<file path="config.mk">
export PLATFORM = sky130hd
export DESIGN_NAME = pcs_sequencer
export DESIGN_NICKNAME = d
export VERILOG_FILES = /design/src/common/pcs_pkg.sv /design/src/hw/pcs_sequencer.sv
export SDC_FILE = /design/constraint.sdc
export NUM_CORES = 1
export LEC_CHECK = 0
export BUFFER_PORTS_ARGS = -buffer_cell sky130_fd_sc_hd__buf_2
export CAP_MARGIN = 10
export CORE_ASPECT_RATIO = 0.75
export CORE_UTILIZATION = 45
export CTS_CLUSTER_SIZE = 30
export DETAILED_ROUTE_END_ITERATION = 7
export PLACE_DENSITY = 0.74
export SYNTH_ARGS = -nofsm -noshare
export SYNTH_HDL_FRONTEND = slang
export SYNTH_SLANG_ARGS = --single-unit
</file>
<file path="constraint.sdc">
create_clock -name clk -period 3.59 [get_ports clk]
set_input_delay 0.1795 -clock clk [delete_from_list [all_inputs] [get_ports clk]]
set_output_delay 0.1795 -clock clk [all_outputs]
set_load 0.01 [all_outputs]
</file>
<file path="src/common/pcs_pkg.sv">
// Package for the pump commissioning sequencer: register map, codes, timing.
// Assumes a 250 MHz clock and a 32-bit AXI4-Lite register bus.
package pcs_pkg;
   // ==========================================================
   // Register byte offsets
   localparam logic [7:0] PCS_REG_ENABLE = 8'h00;
   localparam logic [7:0] PCS_REG_MODE = 8'h04;
   localparam logic [7:0] PCS_REG_ACTION = 8'h08;
   localparam logic [7:0] PCS_REG_MASK = 8'h0C;
   localparam logic [7:0] PCS_REG_VALUE = 8'h10;
   localparam logic [7:0] PCS_REG_COMMAND = 8'h14;
   localparam logic [7:0] PCS_REG_LEVEL = 8'h18;
   localparam logic [7:0] PCS_REG_STATUS = 8'h1C;
   localparam logic [7:0] PCS_REG_CONFIG = 8'h20;
   localparam logic [7:0] PCS_REG_CONFIG_SRC = 8'h24;
   // ==========================================================
   // Field values
   localparam logic [1:0] PCS_MODE_NORMAL = 2'h0;
   localparam logic [1:0] PCS_MODE_COMMISSION = 2'h2;
   localparam logic [1:0] PCS_LEVEL_NONE = 2'h0;
   localparam logic [1:0] PCS_LEVEL_FIRE = 2'h1;
   localparam logic [1:0] PCS_LEVEL_FULL = 2'h2;
   localparam logic [2:0] PCS_ACT_FIRE = 3'h1;
   localparam logic [2:0] PCS_ACT_PUMP = 3'h2;
   localparam logic [2:0] PCS_ACT_CONFIG = 3'h3;
   localparam logic [2:0] PCS_ACT_RAW1 = 3'h4;
   localparam logic [2:0] PCS_ACT_RAW2 = 3'h5;
   localparam logic [2:0] PCS_ACT_RAW3 = 3'h6;
   localparam logic [15:0] PCS_STROKES_MIN = 16'h0001;
   localparam logic [15:0] PCS_STROKES_MAX = 16'h0064;
   localparam int PCS_COILS = 12;
   localparam int PCS_GROUPS = 3;
   localparam int PCS_UNITS = 4;
   localparam logic [1:0] PCS_RESP_OKAY = 2'h0;
   localparam logic [1:0] PCS_RESP_SLVERR = 2'h2;
   localparam logic [31:0] PCS_RESET_WORD = 32'h0000_0000;
   // ==========================================================
   // Timing
   localparam int PCS_CLK_PERIOD_NS = 4;
   localparam int PCS_FIRE_TIME_NS = 1000;
   localparam int PCS_FIRE_CYCLES = (PCS_FIRE_TIME_NS + PCS_CLK_PERIOD_NS - 1) / PCS_CLK_PERIOD_NS;
   // ==========================================================
   // Types
   typedef struct packed {
      logic done;
      logic in_progress;
      logic denied;
   } pcs_status_type;
   typedef struct packed {
      logic [2:0] kind;
      logic [11:0] mask;
      logic [15:0] value;
   } pcs_request_type;
   typedef enum logic [1:0] {PCS_IDLE, PCS_FIRE, PCS_PUMP, PCS_RAW} pcs_state_type;
endpackage : pcs_pkg

</file>
<file path="src/hw/pcs_sequencer.sv">
// Commissioning action sequencer with AXI4-Lite register slave.
// Assumes all inputs synchronous to clk; power_up marks a controller power cycle.
`timescale 1ns/100ps
`default_nettype none

// Operation
// - Enter mode at power-up if enable set
// - Report mode value 2 while commissioning
// - Leave mode at power-up once enable 0
// - Start selected action when command becomes 1
// - Level 0 while supply fault active
// - Level 1 other severe error, else 2
// - Status shows denied and in progress
// - Deny action needing higher permission level
// - Deny bad stroke count or config index
// - Short actions show in progress briefly; config change goes straight to done
// - Fire energizes masked coils at level 1-2
// - Pump masked coils, 1 to 100 strokes
// - Pump needs shaft speed and level 2
// - Config change stores new config index
// - Config change allowed at every level
// - Types 4-6 run raw displacement per output
// - Raw displacement uses stored config index
// - Raw needs shaft speed and level 2
// - Mask bits map groups A, B, C
// - Mask is plain unsigned integer 0..4095
module pcs_sequencer
   import pcs_pkg::*;
#(
   parameter int NUM_SERVICES = 3,
   parameter int NUM_CONFIGS = 4,
   parameter int FIRE_CYCLES = PCS_FIRE_CYCLES
) (
   input wire logic clk,
   input wire logic reset_n,
   input wire logic [7:0] s_axi_awaddr,
   input wire logic s_axi_awvalid,
   output logic s_axi_awready,
   input wire logic [31:0] s_axi_wdata,
   input wire logic [3:0] s_axi_wstrb,
   input wire logic s_axi_wvalid,
   output logic s_axi_wready,
   output logic [1:0] s_axi_bresp,
   output logic s_axi_bvalid,
   input wire logic s_axi_bready,
   input wire logic [7:0] s_axi_araddr,
   input wire logic s_axi_arvalid,
   output logic s_axi_arready,
   output logic [31:0] s_axi_rdata,
   output logic [1:0] s_axi_rresp,
   output logic s_axi_rvalid,
   input wire logic s_axi_rready,
   input wire logic power_up,
   input wire logic supply_fault_error,
   input wire logic severe_error,
   input wire logic shaft_speed_low_error,
   input wire logic stroke_angle,
   output logic commissioning_mode,
   output logic [11:0] coil_drive,
   output logic [2:0] raw_service_active,
   output logic [15:0] output1_displacement_reference,
   output logic [7:0] current_config_index
);
   // ==========================================================
   // Elaboration checks
   if (NUM_SERVICES < 1 || NUM_SERVICES > 3) begin : g_bad_services
      $error("NUM_SERVICES must be 1 to 3");
   end
   if (NUM_CONFIGS < 1 || NUM_CONFIGS > 256 || FIRE_CYCLES < 1 || FIRE_CYCLES > 65535) begin : g_bad_counts
      $error("NUM_CONFIGS or FIRE_CYCLES out of range");
   end

   // ==========================================================
   // Functions
   function automatic logic reg_known(input logic [7:0] a);
      return a[1:0] == 2'h0 && a <= PCS_REG_CONFIG_SRC;
   endfunction : reg_known

   // Bit g*4+u of the mask drives coil g+3u (0-based)
   function automatic logic [11:0] coil_map(input logic [11:0] m);
      logic [11:0] c;
      c = '0;
      for (int g = 0; g < PCS_GROUPS; g++) begin
         for (int u = 0; u < PCS_UNITS; u++) begin
            c[u * PCS_GROUPS + g] = m[g * PCS_UNITS + u];
         end
      end
      return c;
   endfunction : coil_map

   function automatic logic [31:0] merge(input logic [31:0] old, input logic [31:0] d, input logic [3:0] s);
      logic [31:0] r;
      r = old;
      for (int b = 0; b < 4; b++) begin
         if (s[b]) begin
            r[b * 8 +: 8] = d[b * 8 +: 8];
         end
      end
      return r;
   endfunction : merge

   // ==========================================================
   // AXI4-Lite write channel
   logic aw_full_q, w_full_q;
   logic [7:0] waddr_q;
   logic [31:0] wdata_q;
   logic [3:0] wstrb_q;
   logic aw_hs, w_hs, b_hs, do_write, aw_full_d, w_full_d;
   assign aw_hs = s_axi_awvalid & s_axi_awready;
   assign w_hs = s_axi_wvalid & s_axi_wready;
   assign b_hs = s_axi_bvalid & s_axi_bready;
   assign do_write = aw_full_q & w_full_q & ~s_axi_bvalid;
   assign aw_full_d = (aw_full_q | aw_hs) & ~b_hs;
   assign w_full_d = (w_full_q | w_hs) & ~b_hs;

   always_ff @(posedge clk) begin
      if (!reset_n) begin
         aw_full_q <= 1'b0;
         w_full_q <= 1'b0;
         s_axi_awready <= 1'b0;
         s_axi_wready <= 1'b0;
         waddr_q <= '0;
         wdata_q <= '0;
         wstrb_q <= '0;
      end else begin
         aw_full_q <= aw_full_d;
         w_full_q <= w_full_d;
         s_axi_awready <= ~aw_full_d;
         s_axi_wready <= ~w_full_d;
         if (aw_hs) begin
            waddr_q <= s_axi_awaddr;
         end
         if (w_hs) begin
            wdata_q <= s_axi_wdata;
            wstrb_q <= s_axi_wstrb;
         end
      end
   end

   always_ff @(posedge clk) begin
      if (!reset_n) begin
         s_axi_bvalid <= 1'b0;
         s_axi_bresp <= PCS_RESP_OKAY;
      end else if (do_write) begin
         s_axi_bvalid <= 1'b1;
         s_axi_bresp <= reg_known(waddr_q) ? PCS_RESP_OKAY : PCS_RESP_SLVERR;
      end else if (b_hs) begin
         s_axi_bvalid <= 1'b0;
      end
   end

   // ==========================================================
   // Software-written registers
   logic enable_q, command_q, config_src_q;
   pcs_request_type req_q;
   logic [31:0] wmerged;
   assign wmerged = merge(PCS_RESET_WORD, wdata_q, wstrb_q);
   logic [31:0] mask_merged, value_merged;
   assign mask_merged = merge({20'h0, req_q.mask}, wdata_q, wstrb_q);
   assign value_merged = merge({16'h0, req_q.value}, wdata_q, wstrb_q);

   always_ff @(posedge clk) begin
      if (!reset_n) begin
         enable_q <= 1'b0;
         command_q <= 1'b0;
         config_src_q <= 1'b0;
         req_q <= '0;
      end else if (do_write && wstrb_q != 4'h0) begin
         // Unwritten byte lanes keep their old contents
         case (waddr_q)
            PCS_REG_ENABLE: if (wstrb_q[0]) enable_q <= wmerged[0];
            PCS_REG_ACTION: if (wstrb_q[0]) req_q.kind <= wmerged[2:0];
            PCS_REG_MASK: req_q.mask <= mask_merged[11:0];
            PCS_REG_VALUE: req_q.value <= value_merged[15:0];
            PCS_REG_COMMAND: if (wstrb_q[0]) command_q <= wmerged[0];
            PCS_REG_CONFIG_SRC: if (wstrb_q[0]) config_src_q <= wmerged[0];
            default: ;
         endcase
      end
   end

   // ==========================================================
   // Mode and permission level
   logic [1:0] level_q, mode_q;
   always_ff @(posedge clk) begin
      if (!reset_n) begin
         commissioning_mode <= 1'b0;
         mode_q <= PCS_MODE_NORMAL;
      end else if (power_up) begin
         // Enable only counts at power-up, never while running
         commissioning_mode <= enable_q;
         mode_q <= enable_q ? PCS_MODE_COMMISSION : PCS_MODE_NORMAL;
      end
   end

   always_ff @(posedge clk) begin
      if (!reset_n) begin
         level_q <= PCS_LEVEL_NONE;
      end else if (supply_fault_error) begin
         level_q <= PCS_LEVEL_NONE;
      end else if (severe_error) begin
         level_q <= PCS_LEVEL_FIRE;
      end else begin
         level_q <= PCS_LEVEL_FULL;
      end
   end

   // ==========================================================
   // Request acceptance
   pcs_state_type state_q;
   pcs_status_type status_q;
   logic armed_q, start_req, speed_ok, deny;
   logic [15:0] count_q;
   assign speed_ok = ~shaft_speed_low_error;
   assign start_req = commissioning_mode & command_q & armed_q & (state_q == PCS_IDLE);

   always_comb begin
      case (req_q.kind)
         PCS_ACT_FIRE: deny = level_q == PCS_LEVEL_NONE;
         PCS_ACT_PUMP: deny = level_q != PCS_LEVEL_FULL || !speed_ok
            || req_q.value < PCS_STROKES_MIN || req_q.value > PCS_STROKES_MAX;
         PCS_ACT_CONFIG: deny = 32'(req_q.value) >= NUM_CONFIGS;
         PCS_ACT_RAW1: deny = level_q != PCS_LEVEL_FULL || !speed_ok;
         PCS_ACT_RAW2: deny = level_q != PCS_LEVEL_FULL || !speed_ok || NUM_SERVICES < 2;
         PCS_ACT_RAW3: deny = level_q != PCS_LEVEL_FULL || !speed_ok || NUM_SERVICES < 3;
         default: deny = 1'b1;
      endcase
   end

   // The host must drop the command before another action is taken
   always_ff @(posedge clk) begin
      if (!reset_n) begin
         armed_q <= 1'b1;
      end else if (start_req) begin
         armed_q <= 1'b0;
      end else if (!command_q && state_q == PCS_IDLE) begin
         armed_q <= 1'b1;
      end
   end

   // ==========================================================
   // Action sequencer
   logic raw_keep;
   assign raw_keep = command_q & speed_ok & (level_q == PCS_LEVEL_FULL);

   always_ff @(posedge clk) begin
      if (!reset_n || power_up) begin
         state_q <= PCS_IDLE;
         status_q <= '0;
         count_q <= '0;
         coil_drive <= '0;
         raw_service_active <= '0;
         output1_displacement_reference <= '0;
      end else begin
         case (state_q)
            PCS_IDLE: begin
               coil_drive <= '0;
               if (start_req && deny) begin
                  status_q <= '{done: 1'b0, in_progress: 1'b0, denied: 1'b1};
               end else if (start_req) begin
                  status_q <= '{done: 1'b0, in_progress: 1'b1, denied: 1'b0};
                  case (req_q.kind)
                     PCS_ACT_FIRE: begin
                        state_q <= PCS_FIRE;
                        coil_drive <= coil_map(req_q.mask);
                        count_q <= 16'(FIRE_CYCLES - 1);
                     end
                     PCS_ACT_PUMP: begin
                        state_q <= PCS_PUMP;
                        count_q <= req_q.value;
                     end
                     PCS_ACT_CONFIG: begin
                        // Done at once, so in progress is never seen
                        status_q <= '{done: 1'b1, in_progress: 1'b0, denied: 1'b0};
                     end
                     default: begin
                        state_q <= PCS_RAW;
                        raw_service_active <= 3'(1) << (req_q.kind - PCS_ACT_RAW1);
                        output1_displacement_reference <= req_q.value;
                     end
                  endcase
               end
            end
            PCS_FIRE: begin
               if (count_q == 16'h0) begin
                  coil_drive <= '0;
                  state_q <= PCS_IDLE;
                  status_q <= '{done: 1'b1, in_progress: 1'b0, denied: 1'b0};
               end else begin
                  count_q <= count_q - 16'h1;
               end
            end
            PCS_PUMP: begin
               // One stroke per pumping-angle pulse; losing speed ends it early
               if (count_q == 16'h0 || !speed_ok || level_q != PCS_LEVEL_FULL) begin
                  coil_drive <= '0;
                  state_q <= PCS_IDLE;
                  status_q <= '{done: 1'b1, in_progress: 1'b0, denied: 1'b0};
               end else if (stroke_angle) begin
                  coil_drive <= coil_map(req_q.mask);
                  count_q <= count_q - 16'h1;
               end else begin
                  coil_drive <= '0;
               end
            end
            PCS_RAW: begin
               if (!raw_keep) begin
                  raw_service_active <= '0;
                  output1_displacement_reference <= '0;
                  state_q <= PCS_IDLE;
                  status_q <= '{done: 1'b1, in_progress: 1'b0, denied: 1'b0};
               end
            end
            default: state_q <= PCS_IDLE;
         endcase
      end
   end

   // Raw displacement always runs on this stored index, whatever the source
   always_ff @(posedge clk) begin
      if (!reset_n) begin
         current_config_index <= '0;
      end else if (start_req && !deny && req_q.kind == PCS_ACT_CONFIG) begin
         current_config_index <= req_q.value[7:0];
      end
   end

   // ==========================================================
   // AXI4-Lite read channel
   logic [31:0] rdata_d;
   logic ar_hs;
   assign ar_hs = s_axi_arvalid & s_axi_arready;

   always_comb begin
      rdata_d = '0;
      case (s_axi_araddr)
         PCS_REG_ENABLE: rdata_d[0] = enable_q;
         PCS_REG_MODE: rdata_d[1:0] = mode_q;
         PCS_REG_ACTION: rdata_d[2:0] = req_q.kind;
         PCS_REG_MASK: rdata_d[11:0] = req_q.mask;
         PCS_REG_VALUE: rdata_d[15:0] = req_q.value;
         PCS_REG_COMMAND: rdata_d[0] = command_q;
         PCS_REG_LEVEL: rdata_d[1:0] = level_q;
         PCS_REG_STATUS: rdata_d[2:0] = status_q;
         PCS_REG_CONFIG: rdata_d[7:0] = current_config_index;
         PCS_REG_CONFIG_SRC: rdata_d[0] = config_src_q;
         default: rdata_d = '0;
      endcase
   end

   always_ff @(posedge clk) begin
      if (!reset_n) begin
         s_axi_rvalid <= 1'b0;
         s_axi_arready <= 1'b0;
         s_axi_rdata <= '0;
         s_axi_rresp <= PCS_RESP_OKAY;
      end else begin
         s_axi_rvalid <= (s_axi_rvalid & ~s_axi_rready) | ar_hs;
         s_axi_arready <= ~((s_axi_rvalid & ~s_axi_rready) | ar_hs);
         if (ar_hs) begin
            s_axi_rdata <= rdata_d;
            s_axi_rresp <= reg_known(s_axi_araddr) ? PCS_RESP_OKAY : PCS_RESP_SLVERR;
         end
      end
   end

   // ==========================================================
   // Assertions
   a_mode_latch: assert property (@(posedge clk) disable iff (!reset_n)
      power_up |=> commissioning_mode == $past(enable_q)) else $error("mode not latched at power-up");
   a_mode_report: assert property (@(posedge clk) disable iff (!reset_n)
      (power_up && enable_q) |=> mode_q == PCS_MODE_COMMISSION) else $error("mode value not 2");
   a_mode_hold: assert property (@(posedge clk) disable iff (!reset_n)
      !power_up |=> $stable(commissioning_mode)) else $error("mode changed while running");
   a_level_zero: assert property (@(posedge clk) disable iff (!reset_n)
      supply_fault_error |=> level_q == PCS_LEVEL_NONE) else $error("level not 0 on supply fault");
   a_level_other: assert property (@(posedge clk) disable iff (!reset_n)
      (!supply_fault_error && severe_error) |=> level_q == PCS_LEVEL_FIRE)
      else $error("level not 1 on severe error");
   a_pump_level: assert property (@(posedge clk) disable iff (!reset_n)
      (start_req && req_q.kind == PCS_ACT_PUMP && level_q != PCS_LEVEL_FULL) |=> status_q.denied)
      else $error("pump not denied at low level");
   a_stroke_range: assert property (@(posedge clk) disable iff (!reset_n)
      (start_req && req_q.kind == PCS_ACT_PUMP && (req_q.value == 16'h0 || req_q.value > 16'h0064))
      |=> status_q.denied && state_q == PCS_IDLE) else $error("bad stroke count accepted");
   a_fire_coils: assert property (@(posedge clk) disable iff (!reset_n || power_up)
      (start_req && req_q.kind == PCS_ACT_FIRE && level_q != PCS_LEVEL_NONE)
      |=> coil_drive == coil_map($past(req_q.mask)) && state_q == PCS_FIRE) else $error("fire coils wrong");
   a_config_store: assert property (@(posedge clk) disable iff (!reset_n)
      (start_req && req_q.kind == PCS_ACT_CONFIG && !deny)
      |=> current_config_index == $past(req_q.value[7:0]) && status_q.done) else $error("config not stored");
   a_rearm_wait: assert property (@(posedge clk) disable iff (!reset_n)
      (!armed_q && state_q == PCS_IDLE && command_q && !power_up) |=> state_q == PCS_IDLE && $stable(status_q))
      else $error("action restarted without command release");
endmodule : pcs_sequencer
`default_nettype wire

</file>
==> results of run 1 <==
-- stage by stage --
step	cell area [µm²]	instances	hold WS, ns
after global placement	7540	1066	0.360
after floorplan	7040	819	0.255
after global routing	8280	1109	0.00586
after CTS	8280	1109	0.000708
after detailed placement	7540	1066	0.363
final	8280	1109	0.00603
-- worst max-delay path by stage --
stage	from	to	slack, ns	cells past startpoint
2_1_floorplan	count_q[0]	count_q[11]	1.50	9
3_3_place_gp	count_q[0]	count_q[15]	1.02	8
3_5_place_dp	count_q[0]	count_q[11]	0.97	8
4_1_cts	count_q[0]	count_q[15]	0.95	8
5_1_grt	count_q[0]	count_q[1]	0.66	8
6_report	count_q[0]	count_q[15]	0.88	8
-- area by class of cell --
class,count,area share
sequential,149,0.360
multi-input combinational,586,0.442
tap,205,0.0310
inverter,9,0.00408
clock buffer,20,0.0551
timing repair buffer,128,0.0867
clock inverter,12,0.0211
-- power breakdown --
part | internal, mW | switching [mW] | leakage, nW
sequential | 1.68 | 0.0243 | 1.21
combinational | 0.0724 | 0.102 | 1.74
clock | 1.20 | 0.705 | 0.314
-- flip-flops by register name, summed over array words and instances, names as in the netlist, 8 cells and up --
register / flops
coil_drive: 12
count_q: 16
current_config_index: 8
output1_displacement_reference: 16
req_q: 31
s_axi_rdata: 16
waddr_q: 8
wdata_q: 16
-- worst max-delay path, cell delays in order (launching register included) --
cell     delay [ns]
dfxtp_1        0.35
inv_1          0.07
ha_1           0.22
nor4b_2        0.51
nand4_1        0.28
and2_1         0.25
o21ai_2        0.34
nor2_1         0.30
o211a_1        0.28
-- synth_stat cells, types with 3 or more instances --
library cell  count  area, µm²
o211ai_1          3       22.5
o21ai_1          16       80.1
nor3b_1           6       45.0
nand4b_1         18        158
clkbuf_1         45        169
a21boi_0         30        225
or4_1             3       22.5
nor4_1           12       75.1
and2_1           19        119
nand2b_1         10       62.6
a31o_1            3       26.3
nor3_1            8       40.0
a31oi_1           6       37.5
mux2i_1          37        370
a222oi_1          5       50.1
inv_1             9       33.8
nand2_1          99        372
o2111ai_1         3       26.3
xnor2_1           7       61.3
a211oi_1          7       52.6
o22ai_1           3       18.8
a22oi_1          17        128
dfxtp_1         149       2980
o21ai_0          25        125
a32oi_1           3       26.3
buf_4            18        135
a21boi_1          4       30.0
buf_2             9       45.0
nor2_1           43        161
a221oi_1          6       52.6
nand4_1          15       93.8
o21a_1            5       37.5
nand3_1          22        110
ha_1              5       62.6
nor2b_1          42        263
o31ai_1           4       30.0
and3_1            4       25.0
a21oi_1          39        195
-- per-layer routing --
layer  routed length (µm)  track usage  vias up
met4                  490        0.117        0
met1                 9390        0.342     2978
met3                 1120       0.0535       39
met2                 7770        0.345      230
li1                     -            -     3034
met5                    0            0        -
-- kinds of logic after synthesis --
logic type / after synthesis / synth area share
AND/OR/NAND/NOR: 317 / 0.246
buffers and inverters: 84 / 0.0576
XOR/XNOR: 9 / 0.0113
AO/OA/AOI/OAI: 198 / 0.192
flip-flops: 149 / 0.428
other: 1 / 0.000538
multiplexers: 39 / 0.0563
adder cells (fa/ha/maj): 5 / 0.00897
==> results.md, run 1 <==
- DRT iter0 DRCs: 486
- Via count: 6281
- Tot GR Track Use: 0.242
- Top-level I/O count: 145
- Total power: 3.78 mW
- Max-cap check violation count: 0
- Startpoint Class: flip-flop
- First-pass GRT wire length: 30200 µm
- Clk sinks: 149
- Core area: 15200 µm²
- CTS Buf Count: 17
- Sequential share of the synthesized area: 0.428
- Most frequent cells in the layout: 149 x dfxtp_1, 108 x buf_2, 99 x nand2_1
- NumNets Final: 960
- Final period util: 0.755
- Row count: 39
- Deepest clock path buffer count: 2
- EDFF count, synth: 0
- Chip Height: 110 µm
- Synthesized instance count: 802
- Register area: 2980 µm²
- Final number of setup-violating endpoints: 0
- Relative slew margins: 0.395
- Crit Path Class: flip-flop to flip-flop
- Crit. End Element: flip-flop
- HPWL after DPL: 12900 µm
- Die width: 146 µm
- Setup TNS: 0 ns
- Synthesis-stage register bit count: 149
- Final Core Density: 0.546
- Area growth, synth to finish: 18.8%
- Commonest non-fill, non-tap cell in the layout: dfxtp_1
- Via-to-Cell Ratio: 5.66
- Worst r2r dst: count_q[15]
- Resize count post-CTS: 0
- Unrepaired setup endpoints after global routing: no
- Clock transition at the registers of the reported paths: 0.06 ns
- Worst Hold Path EP: wdata_q[7]
- Final Skew: 0.0120 ns
- Htree depth: 4
- Min Clock Period, post-route: 2.71 ns
- Largest net degree at the start of global routing: 93
- Fillers: 1384
- Final hold violations: 0
- Syn Std Cell Area: 6970 µm²
- Fmax achieved: 369 MHz
- Number of inserted diodes: 0
- CP max FO: 11
- CTS tree: done
- Critical R2R Launch: count_q[0]
- Max-slew violation count: 0
- Reg2Reg Setup Slack: 0.88 ns
- FF-to-FF path depth: 8
- Gpl congestion: 0.932
- Initial Utilization: 0.460
- Initial antenna violation count: 0
- Peak VDD IR: 0.352 mV
- Avg WL per Cell: 16.9 µm
- DRT Pass-1 Iters: 5
- PnR worst setup slack: 0.878 ns
- Critical Path AT: 3.04 ns
- Leakage power: 3.26 nW
- Pre-CTS worst setup slack: 0.973 ns
- CTS hold repair buffers: 11
- Global route overflow: 0
- Clk Latency, worst-skew pair: 0.43 ns
- Worst EP required: 3.92 ns
- Async set-reset flop share out of synthesis: 0
- Synth Warn #: 0
- Detail Route Antenna Nets: 0
- Multi-input combinational cell area: 3660 µm²
- Synth Flop Type: dfxtp_1
- Hold Path Origin: s_axi_wdata[7]
- Port bufs: 108
- Syn avg cell area: 8.70 µm²
- # Post-CTS Setup Buffers: 0
- Post-Route WL: 18800 µm
- Synth unique cells: 71
- Root Driver: clkbuf_16
- Hold Path Class: input port to flip-flop
- Hold depth: 3
- Worst-margin pin slew: 0.895 ns
- Power per cell area: 457 nW/µm²
- Die Area: 16000 µm²
- DRC viols: 0
- Status: finished clean
- Vias in the first global route: 5722
- Fraction of final layout cells sized beyond drive strength 1: 0.176
Power figures use the tool's default switching activity.
==> run 2: changes to the inputs <==
--- a/config.mk
+++ b/config.mk
@@ -11,7 +11,7 @@
 export CORE_UTILIZATION = 45
 export CTS_CLUSTER_SIZE = 30
 export DETAILED_ROUTE_END_ITERATION = 7
-export PLACE_DENSITY = 0.74
+export PLACE_DENSITY = 0.76
 export SYNTH_ARGS = -nofsm -noshare
 export SYNTH_HDL_FRONTEND = slang
 export SYNTH_SLANG_ARGS = --single-unit
==> constraint.sdc (replaced) <==
create_clock -name clk -period 2.25 [get_ports clk]
set_input_delay 0.1125 -clock clk [delete_from_list [all_inputs] [get_ports clk]]
set_output_delay 0.1125 -clock clk [all_outputs]
set_load 0.01 [all_outputs]
==> run 2 against run 1 <==
Net effect: cell area is 8.1% higher; count of clock-buffer cells in the layout decreased by 1; largest cell class unchanged; worst setup slack lost 0.82 ns; global-route usage increased by 1.8 points; critical endpoint is now raw_service_active[1]; maximum frequency rose by 24%; flip-flop and latch count unchanged.
==> results.md, run 2 (same netlist as run 1, synthesis figures left out) <==
- Port bufs: 108 (unchanged)
- Largest net degree at the start of global routing: 86 (-7.5%)
- Biggest register: req_q
- PnR worst setup slack: 0.0616 ns (-0.816 ns)
- First-pass GRT wire length: 32500 µm (+7.7%)
- Commonest non-fill, non-tap cell in the layout: dfxtp_1
- Leakage power: 3.60 nW (+10%)
- Critical Path AT: 2.54 ns (-0.50 ns)
- Max reg flops: 31 (unchanged)
- Clk sinks: 149 (unchanged)
- DRC viols: 0 (unchanged)
- Area growth, synth to finish: 28.4%
- Avg WL per Cell: 17.3 µm (+2.4%)
- Initial Utilization: 0.460 (unchanged)
- Detail Route Antenna Nets: 0 (unchanged)
- Relative slew margins: 0.526 (+0.131)
- Multi-input combinational cell area: 3710 µm² (+1.5%)
- Row count: 39 (unchanged)
- Vias in the first global route: 6175 (+7.9%)
- Number of inserted diodes: 0 (unchanged)
- Post-route cell area: 8960 µm² (+8.1%)
- Worst path bufs/invs: 1 (unchanged)
- Peak VDD IR: 0.545 mV (+55%)
- CTS Buf Count: 17 (unchanged)
- CP max FO: 6 (-5)
- Hold Path Class: input port to flip-flop
- Register area: 2980 µm² (unchanged)
- Root Driver: clkbuf_16
- Crit Path Class: flip-flop to flip-flop
- Final Skew: 0.00704 ns (-0.00495 ns)
- Finished Layout Cells: 1187 (+7.0%)
- Critical path's slowest cell: or4_1
- Crit. End Element: flip-flop
- Status: finished clean
- Core area: 15200 µm² (unchanged)
- Via-to-Cell Ratio: 5.56 (-1.9%)
- Tot GR Track Use: 0.260 (+0.0180)
- Clock transition at the registers of the reported paths: 0.06 ns (about the same)
- CP peak stage delay: 0.55 ns (+0.04 ns)
- FF-to-FF path depth: 7 (-1)
- DRT Pass-1 Iters: 7 (+2)
- Worst setup endpoint: raw_service_active[1]
- Fraction of final layout cells sized beyond drive strength 1: 0.226 (+0.0502)
- Final Core Density: 0.590 (+0.0444)
- Worst r2r dst: raw_service_active[1]
- Final number of setup-violating endpoints: 0 (unchanged)
- Max-cap check violation count: 0 (unchanged)
- Top-level I/O count: 145 (unchanged)
- DRT iter0 DRCs: 438 (-9.9%)
- Htree depth: 4 (unchanged)
- Largest delay share family, worst path: simple AND/OR/NAND/NOR gates
- CP Cell Sequence: nor4_2 -> nand2_1 -> buf_4 -> o21bai_2 -> a31oi_4 -> or4_1 -> a21oi_1
- Total power: 5.89 mW (+56%)
- Critical path origin: req_q[12]
- Chip Height: 110 µm (unchanged)
- Max-slew violation count: 0 (unchanged)
- Clk Latency, worst-skew pair: 0.42 ns (about the same)
- Cell Area, Placed: 7960 µm² (+5.6%)
- Worst-margin pin slew: 0.712 ns (-0.184 ns)
- Die Area: 16000 µm² (unchanged)
- Gpl congestion: 0.936 (+0.40%)
- Deepest clock path buffer count: 2 (unchanged)
- Power per cell area: 657 nW/µm² (+44%)
- Most frequent cells in the layout: 149 x dfxtp_1, 108 x buf_2, 99 x nand2_1
- Fillers: 1290 (-6.8%)
- HPWL after DPL: 13900 µm (+8.0%)
- Reg2Reg Setup Slack: 0.06 ns (-0.82 ns)
- Startpoint Class: flip-flop
- Min Clock Period, post-route: 2.19 ns (-0.524 ns)
- Final hold violations: 0 (unchanged)
- Fmax achieved: 457 MHz (+24%)
- Post-Route WL: 20600 µm (+9.6%)
- Critical R2R Launch: req_q[12]
- Via count: 6598 (+5.0%)
- Pre-CTS worst setup slack: 0.0513 ns (-0.922 ns)
- Global route overflow: 0 (unchanged)
- Die width: 146 µm (unchanged)
- Dpl cells: 1119 (+5.0%)
- CTS tree: done
- Final period util: 0.973 (+0.217)
- WP depth: 7 (-1)
- NumNets Final: 1038 (+8.1%)
- Worst EP required: 2.61 ns (-1.31 ns)
- Initial antenna violation count: 0 (unchanged)
[run 2: cell type report]
class,count,area share
repair buffers,206,0.154
flip-flops and latches,149,0.333
inverters,9,0.00377
clock buffers,19,0.0494
multi-input cells,586,0.415
well taps,205,0.0286
clock inverters,13,0.0163
[run 2: repair_timing]
action / 4_1_cts / 5_1_grt
pin swaps: 1 / 3
hold endpoints to repair: 32 / 0
cloned: 0 / 0
setup buffers: 0 / 4
endpoints found under the setup margin: 2 / 39
hold buffers: 32 / 0
resized for setup: 2 / 7
[run 2: through the flow]
| step | setup TNS (ns) | hold WS (ns) |
|---|---|---|
| floorplan | 0 | 0.188 |
| global placement | 0 | 0.307 |
| detailed placement | 0 | 0.304 |
| CTS | 0 | 0.0225 |
| global route | -0.000463 | 0.0317 |
| finish | 0 | 0.0249 |
[run 2: routing by layer]
layer | track usage | wire, µm | vias to the layer above
li1 | - | - | 3186
met1 | 0.354 | 9730 | 3132
met2 | 0.415 | 9260 | 246
met3 | 0.0456 | 1150 | 34
met4 | 0.0902 | 429 | 0
met5 | 0 | 0 | -
[run 2: worst min path at each step]
stage | end | from | slack (ns) | depth (start not counted)
6_report | level_q[0] | supply_fault_error | 0.02 | 2
5_1_grt | level_q[0] | supply_fault_error | 0.03 | 2
3_3_place_gp | level_q[1] | severe_error | 0.31 | 2
4_1_cts | level_q[0] | supply_fault_error | 0.02 | 2
2_1_floorplan | level_q[1] | supply_fault_error | 0.19 | 1
3_5_place_dp | level_q[1] | severe_error | 0.30 | 2
[run 2: power breakdown]
part	switching, mW	internal (mW)	total [mW]
Sequential	0.0412	2.68	2.72
Combinational	0.174	0.145	0.319
Clock	1.17	1.67	2.85
Total	1.39	4.50	5.89
[run 2: worst register-to-register path: stages (launching register included)]
cell	delay (ns)
dfxtp_1	0.38
nor4_2	0.29
nand2_1	0.18
buf_4	0.19
o21bai_2	0.22
a31oi_4	0.16
or4_1	0.55
a21oi_1	0.15
==> run 3: changes to the inputs <==
--- a/config.mk
+++ b/config.mk
@@ -12,6 +12,7 @@
 export CTS_CLUSTER_SIZE = 30
 export DETAILED_ROUTE_END_ITERATION = 7
 export PLACE_DENSITY = 0.76
+export SETUP_SLACK_MARGIN = 0.4
 export SYNTH_ARGS = -nofsm -noshare
 export SYNTH_HDL_FRONTEND = slang
 export SYNTH_SLANG_ARGS = --single-unit
==> run 3 against run 2 <==
Net effect: maximum frequency grew 1.0%; sequential power is essentially flat; worst hold slack gained 0.0073 ns; largest cell class unchanged.
==> results.md, run 3 (same netlist as run 1, synthesis figures left out) <==
- Clk Latency, worst-skew pair: 0.43 ns (about the same)
- Final Core Density: 0.658 (+0.0678)
- Fmax achieved: 462 MHz (+1.0%)
- Fraction of final layout cells sized beyond drive strength 1: 0.332 (+0.106)
- FF-to-FF path depth: 9 (+2)
- First-pass GRT wire length: 35200 µm (+8.3%)
- Clock transition at the registers of the reported paths: 0.07 ns (about the same)
- Avg WL per Cell: 19.4 µm (+12%)
- Top-level I/O count: 145 (unchanged)
- Final number of setup-violating endpoints: 0 (unchanged)
- Unrepaired setup endpoints after global routing: yes
- Area growth, synth to finish: 43.2%
- Most frequent cells in the layout: 139 x dfxtp_1, 108 x buf_2, 96 x nand2_1
- NumNets Final: 1076 (+3.7%)
- Detail Route Antenna Nets: 0 (unchanged)
- Max-slew violation count: 0 (unchanged)
- DRC viols: 0 (unchanged)
- Register area: 3000 µm² (+0.67%)
- CTS Buf Count: 17 (unchanged)
- Commonest non-fill, non-tap cell in the layout: dfxtp_1
- Htree depth: 4 (unchanged)
- Chip Height: 110 µm (unchanged)
- Worst EP required: 2.55 ns (-0.06 ns)
- Hold depth: 3 (+1)
- Max-cap check violation count: 0 (unchanged)
- Final period util: 0.963 (-0.00983)
- Root Driver: clkbuf_16
- Number of inserted diodes: 0 (unchanged)
- Biggest register: req_q
- Row count: 39 (unchanged)
- Initial Utilization: 0.460 (unchanged)
- Initial antenna violation count: 0 (unchanged)
- CP Cell Sequence: o2111a_1 -> a31o_1 -> o31ai_4 -> buf_4 -> a31oi_4 -> nor2_4 -> buf_12 -> buf_8 -> a211oi_2
- Cell Area, Placed: 8030 µm² (+0.83%)
- Gpl congestion: 0.909 (-2.9%)
- Peak VDD IR: 0.481 mV (-12%)
- Post-Route WL: 23800 µm (+15%)
- Vias in the first global route: 6580 (+6.6%)
- Relative slew margins: 0.563 (+0.0376)
- Power per cell area: 592 nW/µm² (-10%)
- Die width: 146 µm (unchanged)
- Dpl cells: 1113 (-0.54%)
- DRT Pass-1 Iters: 6 (-1)
- Final Skew: 0.0103 ns (+0.00326 ns)
- Startpoint Class: flip-flop
- Min Clock Period, post-route: 2.17 ns (-0.0221 ns)
- Final hold violations: 0 (unchanged)
- Fillers: 1124 (-13%)
- Status: finished clean
- Clk sinks: 149 (unchanged)
- CP peak stage delay: 0.34 ns (-0.21 ns)
- Post-route cell area: 9990 µm² (+11%)
- Via-to-Cell Ratio: 5.86 (+5.3%)
- CP max FO: 6 (unchanged)
- Max reg flops: 31 (unchanged)
- DRT iter0 DRCs: 753 (+72%)
- Worst-margin pin slew: 0.655 ns (-0.0564 ns)
- Deepest clock path buffer count: 2 (unchanged)
- Tot GR Track Use: 0.284 (+0.0244)
- Finished Layout Cells: 1225 (+3.2%)
- Crit. End Element: flip-flop
- Crit Path Class: flip-flop to flip-flop
- CTS tree: done
- Multi-input combinational cell area: 4160 µm² (+12%)
- HPWL after DPL: 13700 µm (-1.5%)
- Core area: 15200 µm² (unchanged)
- Critical path's slowest cell: dfxtp_4
- Largest net degree at the start of global routing: 86 (unchanged)
- Global route overflow: 0 (unchanged)
- Port bufs: 108 (unchanged)
- Hold Path Class: input port to flip-flop
- Leakage power: 4.01 nW (+11%)
- Via count: 7173 (+8.7%)
- Critical Path AT: 2.46 ns (-0.08 ns)
- Setup TNS: 0 ns (unchanged)
- Die Area: 16000 µm² (unchanged)
-- run 3: cell count changes in the layout (fill, tap and decap cells not counted), sizes merged --
cell | before | now
buf | 174 | 209
clkbuf | 19 | 23
clkinv | 2 | 5
clkinvlp | 5 | 2
inv | 13 | 11
dlygate4sd3 | 32 | 33
-- run 3: area by class of cell --
cell class	instances	area share
Clock inverter	11	0.0125
Timing Repair Buffer	244	0.195
Inverter	9	0.00338
Multi-Input combinational cell	586	0.416
Sequential cell	149	0.301
Tap cell	205	0.0257
Clock buffer	21	0.0461
-- run 3: worst paths after layout --
check	from	slack, ns	end
max reg2reg	req_q[1]	0.08	count_q[13]
min	s_axi_awvalid	0.03	waddr_q[7]
min reg2reg	s_axi_rdata[14]	0.47	s_axi_rdata[14]
max	req_q[1]	0.08	count_q[13]
-- run 3: repair_timing --
| item | 4_1_cts | 5_1_grt |
|---|---|---|
| hold endpoints to repair | 32 | 0 |
| cloned | 6 | 2 |
| pin swaps | 50 | 19 |
| endpoints found under the setup margin | 85 | 91 |
| hold buffers | 33 | 0 |
| setup buffers | 24 | 15 |
| gates resized for setup | 78 | 36 |
-- run 3: stage by stage --
stage | setup slack (ns) | hold WS (ns) | power (mW)
detailed placement | 0.0280 | 0.305 | 3.05
floorplan | 0.358 | 0.188 | 2.96
finish | 0.0837 | 0.0322 | 5.91
global placement | 0.0170 | 0.309 | 3.04
CTS | 0.192 | 0.0302 | 5.90
global route | 0.0379 | 0.0509 | 6.07
-- run 3: routing by layer --
metal,part of all wire,vias to the layer above,GRT usage
met5,0,-,0
met4,0.041,0,0.128
met3,0.086,98,0.0598
met2,0.45,432,0.447
met1,0.43,3367,0.377
li1,-,3276,-
-- run 3: power breakdown --
group | switching (mW) | internal (mW) | leakage (nW)
clock | 1.16 | 1.70 | 0.284
sequential | 0.0442 | 2.68 | 1.21
combinational | 0.180 | 0.151 | 2.51
total | 1.39 | 4.53 | 4.01
-- run 3: worst max-delay path: cells and delay by family, from the launching register on --
kind / cells / cell delay (ns)
flops: 1 / 0.34
simple gates: 1 / 0.29
compound gates: 5 / 0.97
buf+inv: 3 / 0.42
